**src/rtl/gamma_dac_defs.vh**
```
`ifndef GAMMA_DAC_DEFS_VH
`define GAMMA_DAC_DEFS_VH

`define GD_CHANNELS      8
`define GD_CODE_W        10
`define GD_CODE_MID      10'h200
`define GD_CODE_RESET    10'h000
`define GD_FULL_SCALE    1024
`define GD_CNT_W         4
`define GD_CNT_MAX       4'hF
`define GD_CNT_RESET     4'h0
`define GD_PROG_TIME_US  100
`define GD_CLK_MHZ       20
`define GD_PROG_CYCLES   (`GD_PROG_TIME_US * `GD_CLK_MHZ)

`endif

```
**src/rtl/gamma_dac_channel_otp_control.v**
```verilog
// Overview of operation
// - Each channel holds a 10-bit code; output equals supply times code over 1024.
// - In immediate mode a written code reaches its output right after the write, except when an update-all comes in the same cycle.
// - In deferred mode codes load silently, then all outputs update together.
// - General-call reset with programmed memory reloads channels from the last programmed values.
// - General-call reset with blank memory sets every channel to midsupply code.
// - Program command burns all eight channels, common-voltage included, at once.
// - Programmed values go into the bank chosen by the bank select input.
// - Write count of selected bank reads writes minus one, zero floor, max 15.
// - Bank select chooses bank 0 or bank 1 for programming and reload.
`timescale 1ns/1ps
`default_nettype none
`include "gamma_dac_defs.vh"

module gamma_dac_channel_otp_control #(
  parameter integer CHANNELS    = `GD_CHANNELS,
  parameter integer CODE_W      = `GD_CODE_W,
  parameter integer PROG_CYCLES = `GD_PROG_CYCLES
) (
  // Clock, reset and enable
  input  wire                     clk_i,
  input  wire                     rst_i,
  input  wire                     ce_i,
  // Channel write from the serial bus front end
  input  wire                     wr_i,
  input  wire [2:0]               wr_chan_i,
  input  wire [CODE_W-1:0]        wr_code_i,
  input  wire                     immediate_mode_i,
  input  wire                     update_all_i,
  // Commands
  input  wire                     gc_reset_i,
  input  wire                     prog_i,
  // Bank select pin, asynchronous
  input  wire                     nv_bank_select_i,
  // Readback
  input  wire [2:0]               rd_chan_i,
  output reg  [CODE_W-1:0]        rd_code_o,
  // Analog stage codes, flattened
  output reg  [CHANNELS*CODE_W-1:0] dac_code_o,
  // Status
  output reg                      busy_o,
  output reg  [`GD_CNT_W-1:0]     write_count_o
);

  localparam ST_IDLE = 1'b0;
  localparam ST_PROG = 1'b1;

  // Working codes as last written by the host, one word per channel.
  reg [CODE_W-1:0]      input_ff     [0:CHANNELS-1];
  // Nonvolatile image: bank 0 in the lower half, bank 1 in the upper half.
  reg [CODE_W-1:0]      nv_ff        [0:2*CHANNELS-1];
  // Programming history of each bank.
  reg [`GD_CNT_W-1:0]   cnt_ff       [0:1];
  reg                   used_ff      [0:1];
  // Bank select pin synchroniser and control state.
  reg [2:0]             bank_sync_ff;
  reg                   bank_ff;
  reg                   state_ff;
  reg                   prog_bank_ff;
  reg [15:0]            timer_ff;
  wire                  idle_w;
  wire                  prog_done_w;
  integer               i;

  // Count shows writes minus one, floored at zero, saturating at 15.
  function [`GD_CNT_W-1:0] shown_count;
    input                 used;
    input [`GD_CNT_W-1:0] cnt;
    begin
      shown_count = used ? cnt : `GD_CNT_RESET;
    end
  endfunction

  // Position of a channel inside the nonvolatile image of one bank.
  function integer nv_index;
    input         bank;
    input integer chan;
    begin
      nv_index = bank * CHANNELS + chan;
    end
  endfunction

  assign idle_w      = (state_ff == ST_IDLE);
  assign prog_done_w = (state_ff == ST_PROG) && (timer_ff <= 16'h0001);

  // The pin may move at any time, so three stages guard against metastability,
  // and the bank only switches once the two later stages agree.
  always @(posedge clk_i)
  begin
    if (rst_i)
    begin
      bank_sync_ff <= 3'h0;
      bank_ff      <= 1'b0;
    end
    else if (ce_i)
    begin
      bank_sync_ff <= {bank_sync_ff[1:0], nv_bank_select_i};
      if (bank_sync_ff[2] == bank_sync_ff[1])
      begin
        bank_ff <= bank_sync_ff[2];
      end
    end
  end

  // Readback and count lag their sources by one cycle; the host must allow for it.
  always @(posedge clk_i)
  begin
    if (rst_i)
    begin
      rd_code_o     <= `GD_CODE_RESET;
      write_count_o <= `GD_CNT_RESET;
    end
    else if (ce_i)
    begin
      rd_code_o     <= input_ff[rd_chan_i];
      write_count_o <= shown_count(used_ff[bank_ff], cnt_ff[bank_ff]);
    end
  end

  // The image and its counters change only at the end of a programming run.
  // Reset clears the image as well, since it is modelled by flip-flops.
  always @(posedge clk_i)
  begin
    if (rst_i)
    begin
      for (i = 0; i < 2; i = i + 1)
      begin
        cnt_ff[i]  <= `GD_CNT_RESET;
        used_ff[i] <= 1'b0;
      end
      for (i = 0; i < CHANNELS; i = i + 1)
      begin
        nv_ff[nv_index(1'b0, i)] <= `GD_CODE_RESET;
        nv_ff[nv_index(1'b1, i)] <= `GD_CODE_RESET;
      end
    end
    else if (ce_i && prog_done_w)
    begin
      for (i = 0; i < CHANNELS; i = i + 1)
      begin
        nv_ff[nv_index(prog_bank_ff, i)] <= input_ff[i];
      end
      if (used_ff[prog_bank_ff] && cnt_ff[prog_bank_ff] != `GD_CNT_MAX)
      begin
        cnt_ff[prog_bank_ff] <= cnt_ff[prog_bank_ff] + 4'h1;
      end
      used_ff[prog_bank_ff] <= 1'b1;
    end
  end

  // Programming takes a fixed time; writes and commands are dropped meanwhile, while readback keeps running.
  always @(posedge clk_i)
  begin
    if (rst_i)
    begin
      state_ff     <= ST_IDLE;
      prog_bank_ff <= 1'b0;
      timer_ff     <= 16'h0000;
      busy_o       <= 1'b0;
    end
    else if (ce_i)
    begin
      case (state_ff)
        ST_IDLE:
        begin
          // A general-call reset outranks a program command in the same cycle.
          if (prog_i && !gc_reset_i)
          begin
            state_ff     <= ST_PROG;
            busy_o       <= 1'b1;
            prog_bank_ff <= bank_ff;
            timer_ff     <= PROG_CYCLES[15:0];
          end
        end
        ST_PROG:
        begin
          if (prog_done_w)
          begin
            state_ff <= ST_IDLE;
            busy_o   <= 1'b0;
          end
          else
          begin
            timer_ff <= timer_ff - 16'h0001;
          end
        end
        default:
        begin
          state_ff <= ST_IDLE;
          busy_o   <= 1'b0;
        end
      endcase
    end
  end

  // Stored codes and output codes. After reset the outputs stay at zero until
  // the host updates them; an update-all then drives midsupply on any channel not yet written.
  always @(posedge clk_i)
  begin
    if (rst_i)
    begin
      dac_code_o <= {CHANNELS*CODE_W{1'b0}};
      for (i = 0; i < CHANNELS; i = i + 1)
      begin
        input_ff[i] <= `GD_CODE_MID;
      end
    end
    else if (ce_i && idle_w)
    begin
      if (gc_reset_i)
      begin
        for (i = 0; i < CHANNELS; i = i + 1)
        begin
          if (used_ff[bank_ff])
          begin
            input_ff[i] <= nv_ff[nv_index(bank_ff, i)];
            dac_code_o[i*CODE_W +: CODE_W] <= nv_ff[nv_index(bank_ff, i)];
          end
          else
          begin
            input_ff[i] <= `GD_CODE_MID;
            dac_code_o[i*CODE_W +: CODE_W] <= `GD_CODE_MID;
          end
        end
      end
      else if (!prog_i)
      begin
        if (wr_i)
        begin
          input_ff[wr_chan_i] <= wr_code_i;
          if (immediate_mode_i)
          begin
            dac_code_o[wr_chan_i*CODE_W +: CODE_W] <= wr_code_i;
          end
        end
        if (update_all_i)
        begin
          for (i = 0; i < CHANNELS; i = i + 1)
          begin
            dac_code_o[i*CODE_W +: CODE_W] <= input_ff[i];
          end
        end
      end
    end
  end

endmodule // gamma_dac_channel_otp_control

`default_nettype wire

```
**config.mk**
```make
export PLATFORM = sky130hd
export DESIGN_NAME = gamma_dac_channel_otp_control
export DESIGN_NICKNAME = d
export VERILOG_FILES = /design/src/rtl/gamma_dac_channel_otp_control.v
export VERILOG_INCLUDE_DIRS = /design/src /design/src/rtl
export SDC_FILE = /design/constraint.sdc
export NUM_CORES = 1
export LEC_CHECK = 0
export ABC_AREA = 1
export BUFFER_PORTS_ARGS = -buffer_cell sky130_fd_sc_hd__buf_2
export CAP_MARGIN = 20
export CORE_MARGIN = 2
export CORE_UTILIZATION = 25
export DETAILED_ROUTE_END_ITERATION = 8
export SYNTH_ARGS = -nofsm -noshare
export SYNTH_HDL_FRONTEND = slang
export SYNTH_SLANG_ARGS = --single-unit
```
**constraint.sdc**
```tcl
create_clock -name clk_i -period 3.15 [get_ports clk_i]
set_clock_uncertainty 0.1 [all_clocks]
set_input_delay 0.315 -clock clk_i [delete_from_list [all_inputs] [get_ports clk_i]]
set_output_delay 0.315 -clock clk_i [all_outputs]
set_load 0.01 [all_outputs]
```
* Word level (Yosys, flattened, before mapping)
Memory sizes are Yosys's and may differ from the RTL's. A register that Yosys moved wholly into a read port is not among the register bits.
Cells that the tools add are included.
** Cells by class
- Add/sub/neg operators :: 17
- $mul :: 1
- Order comparisons :: 1
- Eq/ne operators :: 6
- Shifts and indexed selects :: 2
- Muxes and demuxes :: 108
- Bitwise operators :: 17
- Reductions and logical operators :: 24
** Operators by type and width (number)
- $mux W80 :: 5
- $mux W10 :: 33
- $reduce_or A10 Y1 :: 9
- $bwmux W80 :: 1
- $shift A10 B34 Y80 const A :: 1
- $shiftx A10 B34 Y80 :: 1
- $mux W1 :: 51
- $mux W4 :: 12
- $neg A7 Y34 :: 1
- $add A4 B3 Y4 const B :: 8
- $mux W16 :: 2
- $pmux W16 S2 :: 1
- $add A4 B2 Y4 const B :: 4
- $le A16 B1 Y1 const B :: 1
- $or A1 B1 Y1 :: 16
- $sub A16 B1 Y16 const B :: 1
- $add A4 B1 Y4 const B :: 3
- $reduce_and A3 Y1 :: 3
- $mul A3 B3 Y6 const B :: 1
- $reduce_bool A3 Y1 :: 2
- $logic_and A1 B1 Y1 :: 5
- $ne A2 B1 Y1 const B :: 2
- $ne A2 B2 Y1 const B :: 2
- $ne A4 B4 Y1 const B :: 1
- other kinds (9) :: 10
** Word-level totals
- Bits in registers :: 107
- Memory bits (writable) :: 250
- Input bits :: 25
- Output and inout port bits :: 95
- Logic and storage cells :: 188
- Memories :: 4
** Memories
- nv_ff :: depth 16, bits a word 10, read ports 8, clocked after memory_dff 1, write ports 16, line gamma_dac_channel_otp_control.v:51 : reg [CODE_W-1:0] nv_ff [0:2*CHANNELS-1];
- input_ff :: depth 8, bits a word 10, read ports 9, clocked after memory_dff 1, write ports 8, line gamma_dac_channel_otp_control.v:49 : reg [CODE_W-1:0] input_ff [0:CHANNELS-1];
- cnt_ff :: depth 2, bits a word 4, read ports 2, clocked after memory_dff 2, write ports 2, line gamma_dac_channel_otp_control.v:53 : reg [`GD_CNT_W-1:0] cnt_ff [0:1];
- used_ff :: depth 2, bits a word 1, read ports 2, clocked after memory_dff 2, write ports 2, line gamma_dac_channel_otp_control.v:54 : reg used_ff [0:1];

* Logic depth before layout (Yosys ltp)
Gate-level depths: netlist of the first run.
- Depth in word-level cells :: 9
- Depth in mapped cells :: 22
- Mapped depth without buffers :: 21

* Least setup slack after synthesis of the first run
OpenSTA, ideal clock, no wires.
- Kind :: input-to-reg
- Start point :: in wr_chan_i[0]
- End point :: reg dac_code_o[72]
- Library setup time :: 112 ps
- Data arrival time :: 2668 ps
- Setup slack :: 271 ps
- Cell stages on the path :: 19
- Path through :: ha_1 -> ha_1 -> inv_1 -> ha_1 -> inv_1 -> nand2_1 -> nor2_1 -> ha_1 -> clkbuf_1 -> inv_1 -> nand2_1 -> nor2_1 -> nand2_1 -> nand2_1 -> nand2_1 -> nand2_1 -> nand3_1 -> nor2_1 -> nor2_1
** On the way
- Longest elaborated chain between the ends :: 9
** RTL lines
- start: declaration :: line gamma_dac_channel_otp_control.v:26 : input wire [2:0] wr_chan_i,
- $mul A3 B3 Y6 (*) :: line gamma_dac_channel_otp_control.v:233 : dac_code_o[wr_chan_i*CODE_W +: CODE_W] <= wr_code_i;
- $neg A7 Y34 (*) :: line gamma_dac_channel_otp_control.v:233
- $shiftx A10 B34 Y80 / $shift A10 B34 Y80 (equally long branches) :: line gamma_dac_channel_otp_control.v:233
- $bwmux W80 (*) :: line gamma_dac_channel_otp_control.v:233
- $mux W80 (*) :: line gamma_dac_channel_otp_control.v:231 : if (immediate_mode_i)
- $mux W80 (*) :: line gamma_dac_channel_otp_control.v:228 : if (wr_i)
- $mux W80 (*) :: line gamma_dac_channel_otp_control.v:236 : if (update_all_i)
- $mux W80 (*) :: line gamma_dac_channel_otp_control.v:226 : else if (!prog_i)
- $mux W80 (*) :: line gamma_dac_channel_otp_control.v:210 : if (gc_reset_i)
- end signal: indexed assignment :: line gamma_dac_channel_otp_control.v:217 : dac_code_o[i*CODE_W +: CODE_W] <= nv_ff[nv_index(bank_ff, i)];
- end signal: indexed assignment :: line gamma_dac_channel_otp_control.v:233
- end signal: indexed assignment :: line gamma_dac_channel_otp_control.v:240 : dac_code_o[i*CODE_W +: CODE_W] <= input_ff[i];
- end: declaration :: line gamma_dac_channel_otp_control.v:39 : output reg [CHANNELS*CODE_W-1:0] dac_code_o,
Every way passes the cells marked *; elsewhere a longest branch is shown, timed or not. The select of a mux whose other input is x is not followed.
A chain may end at the register's enable or synchronous reset.

==> results of run 1 <==
## worst max path at each step
stage / startpoint / to / depth (start not counted) / slack (ns)
finish: state_ff$_SDFFE_PP0P_ / input_ff[4][0]$_DFFE_PP_ / 9 / 0.25
global route: state_ff$_SDFFE_PP0P_ / input_ff[4][0]$_DFFE_PP_ / 9 / 0.14
floorplan: wr_chan_i[0] / dac_code_o[72]$_SDFFE_PP0P_ / 19 / 0.27
detailed placement: wr_chan_i[0] / dac_code_o[3]$_SDFFE_PP0P_ / 19 / -0.07
CTS: timer_ff[0]$_SDFFE_PP0P_ / nv_ff[9][5]$_DFFE_PP_ / 10 / 0.30
global placement: wr_chan_i[0] / dac_code_o[3]$_SDFFE_PP0P_ / 19 / -0.08
## worst reg2reg max path, stage by stage, from the launching register on
cell and delay (ns):
dfxtp_1 0.37, nor2_1 0.33, inv_1 0.21, nor3_1 0.18, nand3_1 0.21, nor2_1 0.19, inv_1 0.10, nor2_1 0.29
clkinv_1 0.15, nand2_1 0.41
## layout make-up
type	instances	share of cell area (%)
Sequential cell	369	41.7
Multi-Input combinational cell	1699	35.0
Timing Repair Buffer	311	9.03
Tap cell	1040	5.49
Clock buffer	51	4.66
Inverter	201	3.19
Clock inverter	20	0.971
## registers in the layout, indices dropped and copies added, names as in the netlist, named ones only
register,flops
timer_ff,16
dac_code_o,80
nv_ff,160
bank_sync_ff,3
prog_bank_ff,1
state_ff,1
busy_o,1
used_ff,2
bank_ff,1
rd_code_o,10
input_ff,80
cnt_ff,8
write_count_o,4
## logic make-up after synthesis
kind of cell / after synthesis / share of synthesized area (%)
buffers and inverters: 337 / 6.74
flip-flops: 369 / 50.8
XOR/XNOR: 16 / 0.760
AND/OR/NAND/NOR: 1083 / 22.8
adder cells (fa/ha/maj): 12 / 0.772
multiplexers: 71 / 3.66
AO/OA/AOI/OAI: 517 / 14.5
## cells in the final DEF, fill, tap and decap left out, types with 3 or more instances in the layout
cell       count
nor2_1       457
nand2_1      412
edfxtp_1     248
a21oi_1      183
buf_4        183
inv_1        179
o21ai_0      179
nand3_1      123
dfxtp_1      120
buf_2        119
o22ai_1      115
mux2i_1       71
clkbuf_16     41
nand4_1       34
nor3_1        27
clkinv_1      19
ha_1          12
a22oi_1       10
xor2_1         9
clkinv_2       8
buf_12         8
inv_2          7
a31oi_1        7
o21ai_1        7
a21oi_2        7
xnor2_1        6
clkbuf_1       6
nor4_1         5
nor2_2         5
bufinv_16      5
nand2_2        4
nor3b_1        4
clkbuf_8       4
or2_2          3
nor2_4         3
## metrics by stage
stage	setup TNS, ns	util (%)
after floorplan	0	-
after global placement	-0.313	29.0
after detailed placement	-0.379	29.0
after CTS	0	30.7
after global routing	0	30.7
final	0	30.7
## power groups by stage
stage                     clock network (mW)  logic (mW)  registers [mW]
after floorplan                            0        1.10            5.64
after global placement                     0        2.08            5.65
after detailed placement                   0        2.07            5.65
after CTS                               4.99        2.09            5.55
after global routing                    5.17        2.29            5.58
final                                   4.93        2.12            5.55
## per-layer routing
metal  vias to the layer above  wire, um  track usage [%]
met4                         6      4410             10.0
met3                       185      7220             4.18
met1                      8745     31300             24.1
li1                       8637         -                -
met5                         -        37                0
met2                       952     35000             30.4
## timing repair
item | CTS | global route
hold buffers | 1 | 0
endpoints found under the hold margin | 1 | 0
resized for setup | 0 | 0
==> results.py, run 1 <==
metrics = {
    "worst_setup_path": {
        "regToRegSetupSlack_ns": 0.25,
        "worst_ep_required_time_ns": 3.25,
        "critical-path-top-delay-family": "simple AND/OR/NAND/NOR gates",
        "cp.arrival_ns": 3.00,
        "startpoint_type": "flop",
        "crit_path_frequent_cell": "nor2_1",
        "criticalPathCategory": "flop to flop",
        "path_buf_inv": 3,
        "r2r-end": "input_ff[4][0]$_DFFE_PP_",
        "path_cells": "nor2_1 > inv_1 > nor3_1 > nand3_1 > nor2_1 > inv_1 > nor2_1 > clkinv_1 > nand2_1",
        "timing.rr.start": "state_ff$_SDFFE_PP0P_",
        "critPathSlowestCell": "nand2_1",
        "crit_path_max_fanout": 10,
        "cpPeakStageDelay_ns": 0.41,
        "rr_worst_depth": 9,
        "critPathCaptureType": "flop",
    },
    "pwr": {
        "p_clk_share_pct": 39.1,
        "internal_power_mw": 8.96,
        "p_total_mw": 12.6,
        "p_comb_share_pct": 16.8,
        "leakagePower_nw": 9.59,
        "p_seq_share_pct": 44.1,
        "power_density_nw_per_um2": 532,
        "p_sw_mw": 3.64,
        "p_sw_share_pct": 28.9,
        "ir_drop_mv": 0.273,
    },
    "drt": {
        "wl_per_cell_um": 21.1,
        "ant_nets": 0,
        "vias_per_cell": 5.02,
        "drt-total-wl_um": 78000,
        "vias": 18525,
        "drtIter0Drc": 2082,
        "drc": 0,
        "drt_pass1_iterations": 6,
    },
    "floorplan": {
        "die_w_um": 283,
        "io-pin-count": 120,
        "start_util_pct": 25.2,
        "core_area_sq_um": 77200,
        "die_area_sq_um": 80000,
        "num_rows": 102,
        "die_h_um": 283,
    },
    "place": {
        "dp_hpwl_um": 58500,
        "post-place-ws_ns": -0.0711,
        "placedCellCount": 3619,
        "post_dp_cell_area_sq_um": 22400,
        "port-buffer-count": 119,
        "gp_congestion": 1.01,
    },
    "outcome": {
        "outcome": "complete, no violations",
    },
    "cells_and_area": {
        "drive_gt1_share_pct": 15.4,
        "fillers": 8136,
        "area_delta_synth_final_pct": 21.9,
        "multi_input_area_sq_um": 8300,
        "final_nets": 2659,
        "final_area_sq_um": 23700,
        "final_cells": 3691,
        "n_antenna_cell": 0,
        "seqCellArea_sq_um": 9870,
    },
    "grt": {
        "grt_pass1_wl_um": 113000,
        "grt_pass1_vias": 17393,
        "grt_max_degree": 112,
        "antenna_found_initial": 4,
        "overflow": 0,
        "grt.total_usage_pct": 19.1,
    },
    "synthesis": {
        "ys_ff_latch": 369,
        "synthCells": 2405,
        "synth_cell_types": 41,
        "synth_area_sq_um": 19400,
        "ys_seq_area_share_pct": 50.8,
        "syn_avg_cell_area_sq_um": 8.08,
        "synthArstFlopShare_pct": 0,
        "synth_nets": 2442,
        "yosysMostFrequentCell": "nor2_1",
        "yosysTopAreaCellShare_pct": 38.3,
        "synth_edf_count": 248,
        "yosys_warnings": 0,
        "synth_common_cells": "nor2_1 (459), nand2_1 (412), edfxtp_1 (248)",
        "synth.top_cells.by_area": "edfxtp_1 (38%), dfxtp_1 (12%), nor2_1 (8.9%)",
        "synthFlopType": "edfxtp_1",
        "synth_top_area_cell": "edfxtp_1",
    },
    "cts": {
        "post_cts_buffers": 0,
        "cts_tree": "yes",
        "root_buffer": "clkbuf_16",
        "clk_latency_ns": 0.57,
        "clock_sinks": 369,
        "ctsLongestPathBuffers": 3,
        "numCtsBuffers": 40,
        "clkSlewWorstSetupHoldPaths_ns": 0.06,
        "htreeDepth": 2,
    },
    "sta": {
        "finalCritPeriodShare_pct": 91.9,
        "hold_viol_final": 0,
        "worst_pin_slew_ns": 1.09,
        "maxSlewViolCount": 0,
        "setup_violations": 0,
        "setup_slack_ns": 0.255,
        "hold_slack_ns": 0.0241,
        "slew_headroom_pct": 27.2,
        "max_freq_mhz": 345,
        "min_period_ns": 2.90,
        "rsz0062_at_grt": "false",
    },
    "flow_run": {
        "maxCapViolations": 0,
    },
    "worst_hold_path": {
        "worstHoldPathCells": 2,
        "min_path_type": "input pin to flop",
        "min_to": "used_ff[1]$_DFF_P_",
        "min-delay-start": "rst_i",
    },
}
(Power assumes the default switching activity.)
==> run 2: changes to the inputs <==
ABC_AREA = 0   (was 1)
==> run 2 against run 1 <==
Effect of this change:
- register-to-register slack gained 0.07 ns
- fmax shrank 3.1%
- setup slack lost 0.094 ns
- power grew 2.2%
- sequential power grew 3%
- sequential share of layout area shrank 2.1 points
- combinational power grew 7%
- non-clock buffer count grew 70
- clock power is essentially flat
- critical path depth grew 4
- utilization grew 0.95 points
- largest cell class unchanged
- largest power group unchanged
- highest routed layer unchanged
==> results.py, run 2 <==
metrics = {
    "outcome": {
        "outcome": "complete, no violations",
    },
    "floorplan": {
        "die_area_sq_um": 81800,
        "num_rows": 103,
        "die_w_um": 286,
        "io-pin-count": 120,
        "die_h_um": 286,
        "core_area_sq_um": 78900,
        "start_util_pct": 25.2,
    },
    "sta": {
        "maxSlewViolCount": 0,
        "rsz0062_at_grt": "false",
        "min_period_ns": 2.99,
        "hold_viol_final": 0,
        "setup_violations": 0,
        "tns_ns": 0,
        "worst_pin_slew_ns": 1.01,
        "slew_headroom_pct": 32.1,
        "finalCritPeriodShare_pct": 94.9,
        "max_freq_mhz": 335,
    },
    "grt": {
        "grt_pass1_wl_um": 122000,
        "overflow": 0,
        "grt_pass1_vias": 17018,
        "antenna_found_initial": 14,
        "grt.total_usage_pct": 20.3,
        "grt_max_degree": 67,
    },
    "synthesis": {
        "yosysMostFrequentCell": "edfxtp_1",
        "yosysTopAreaCellShare_pct": 37.5,
        "synthCells": 1984,
        "synth_top_area_cell": "edfxtp_1",
        "synth_common_cells": "edfxtp_1 (248), nor2_1 (189), nand2_1 (161)",
        "synth_nets": 2021,
        "yosys_warnings": 0,
        "ys_seq_area_share_pct": 49.7,
        "synthArstFlopShare_pct": 0,
        "synth_area_sq_um": 19900,
        "ys_ff_latch": 369,
        "synthFlopType": "edfxtp_1",
        "synth_cell_types": 77,
        "synth.top_cells.by_area": "edfxtp_1 (37%), dfxtp_1 (12%), mux2i_1 (6.0%)",
        "syn_avg_cell_area_sq_um": 10.0,
        "synth_edf_count": 248,
    },
    "cells_and_area": {
        "final_nets": 2285,
        "largest_reg_flops": 160,
        "drive_gt1_share_pct": 24.6,
        "largestRegisters": "nv_ff: 160 flops, dac_code_o: 80 flops, input_ff: 80 flops",
        "fin_util_pct": 31.6,
        "final_cells": 3333,
        "fillers": 8198,
        "final_common_cell": "edfxtp_1",
        "area_delta_synth_final_pct": 25.6,
        "regMostFlops": "nv_ff",
        "final_cell_mix": "edfxtp_1 (248), buf_4 (247), nor2_1 (182)",
        "final_area_sq_um": 25000,
    },
    "cts": {
        "numCtsBuffers": 41,
        "clkSlewWorstSetupHoldPaths_ns": 0.06,
        "clock_sinks": 369,
        "ctsLongestPathBuffers": 3,
        "htreeDepth": 2,
        "cts_resized": 0,
        "root_buffer": "clkbuf_16",
        "clk_latency_ns": 0.60,
        "cts_tree": "yes",
    },
    "pwr": {
        "power_density_nw_per_um2": 516,
        "p_sw_mw": 3.79,
        "p_clk_share_pct": 38.2,
        "p_seq_share_pct": 44.2,
        "p_comb_share_pct": 17.6,
        "p_total_mw": 12.9,
        "leakagePower_nw": 9.02,
        "internal_power_mw": 9.10,
        "p_sw_share_pct": 29.4,
        "ir_drop_mv": 0.303,
    },
    "worst_setup_path": {
        "path_cells": "buf_2 > ha_4 > ha_4 > or4_4 > nor2_2 > ha_1 > buf_4 > and2_1 > mux2i_2 > nor2_1 > a221o_1 > a21oi_1 > a311oi_1",
        "crit_path_frequent_cell": "ha_4",
        "criticalPathCategory": "input pin to flop",
        "startpoint_type": "input pin",
        "worst_ep_required_time_ns": 3.46,
        "critPathSlowestCell": "or4_4",
        "crit_path_max_fanout": 4,
        "cp.arrival_ns": 3.30,
        "cpPeakStageDelay_ns": 0.53,
        "critPathCaptureType": "flop",
    },
    "drt": {
        "wl_per_cell_um": 25.6,
        "ant_nets": 0,
        "drc": 0,
        "drt-total-wl_um": 85500,
        "vias_per_cell": 5.48,
        "drt_pass1_iterations": 6,
        "drtIter0Drc": 2392,
        "vias": 18257,
    },
    "place": {
        "placedCellCount": 3252,
        "port-buffer-count": 119,
        "dp_hpwl_um": 63900,
        "gp_congestion": 1.01,
        "post_dp_cell_area_sq_um": 23600,
    },
    "flow_run": {
        "maxCapViolations": 0,
    },
    "worst_hold_path": {
        "min_path_type": "input pin to flop",
    },
}
[run 2: changes by cell type after synthesis, sizes merged, moves of 39 or more]
cell / previous run / this run
mux2i: 71 / 121
o22ai: 115 / 5
a211oi: 0 / 39
clkbuf: 87 / 130
nor2: 465 / 189
a21oi: 190 / 93
nand2: 416 / 162
nand3: 127 / 34
inv: 187 / 28
and2: 0 / 152
[run 2: timing repair]
item,in CTS,in global routing
hold buffers,3,0
buffers inserted,0,0
endpoints found under the setup margin,0,0
endpoints found under the hold margin,15,0
[run 2: metal layers]
| metal | wire length (um) | share of wire (%) | track usage (%) | vias to the layer above |
|---|---|---|---|---|
| li1 | - | - | - | 7962 |
| met1 | 34600 | 40 | 27.9 | 8872 |
| met3 | 9870 | 12 | 4.70 | 243 |
| met2 | 36000 | 42 | 30.0 | 1160 |
| met4 | 4870 | 5.7 | 10.2 | 20 |
| met5 | 110 | 0.13 | 0 | - |
[run 2: power groups by stage]
stage                     Sequential [mW]  Clock (mW)  Combinational (mW)
after floorplan                      5.68           0                1.15
after global placement               5.78           0                2.19
after detailed placement             5.78           0                2.20
after CTS                            5.68        4.96                2.21
after global routing                 5.71        5.15                2.38
final                                5.69        4.92                2.27
[run 2: cells by family after synthesis]
logic type	count (synthesis)	synth area share, %
flip-flops	369	49.7
adder cells (fa/ha/maj)	12	0.756
AO/OA/AOI/OAI	529	17.6
multiplexers	168	10.0
XOR/XNOR	19	0.837
AND/OR/NAND/NOR	697	17.4
buffers and inverters	190	3.73
[run 2: cell type report]
type,instances,area [sq um],share of cell area [%]
well taps,1050,1310,5.26
clock inverters,20,180,0.722
repair buffers,381,2740,11.0
diodes,3,7.51,0.0301
clock buffers,55,1190,4.76
inverters,30,113,0.451
multi-input cells,1425,9550,38.3
flip-flops and latches,369,9870,39.6
[run 2: final timing paths]
kind                                   start                     endpoint  slack, ns  cells past startpoint
setup reg to reg    timer_ff[3]$_SDFFE_PP0P_        nv_ff[4][0]$_DFFE_PP_       0.32                      7
hold reg to reg   dac_code_o[9]$_SDFFE_PP0P_   dac_code_o[9]$_SDFFE_PP0P_       0.36                      2
hold / removal                  wr_code_i[9]     input_ff[6][9]$_DFFE_PP_       0.14                      3
setup / recovery                wr_chan_i[0]  dac_code_o[36]$_SDFFE_PP0P_       0.16                     13
[run 2: metrics by stage]
stage	hold WS (ns)	worst slack, ns
2_1_floorplan	0.351	-0.185
5_1_grt	0.140	0.0347
4_1_cts	0.111	0.224
6_report	0.138	0.161
3_5_place_dp	0.359	-0.358
3_3_place_gp	0.350	-0.355
[run 2: worst max-delay path, delay by kind of cell]
kind                       cells  cell delay (ns)
AOI/OAI and AO/OA              3             0.63
adders and majority gates      3             0.67
buffers and inverters          2             0.29
muxes                          1             0.37
and+or+nand+nor                4             1.02
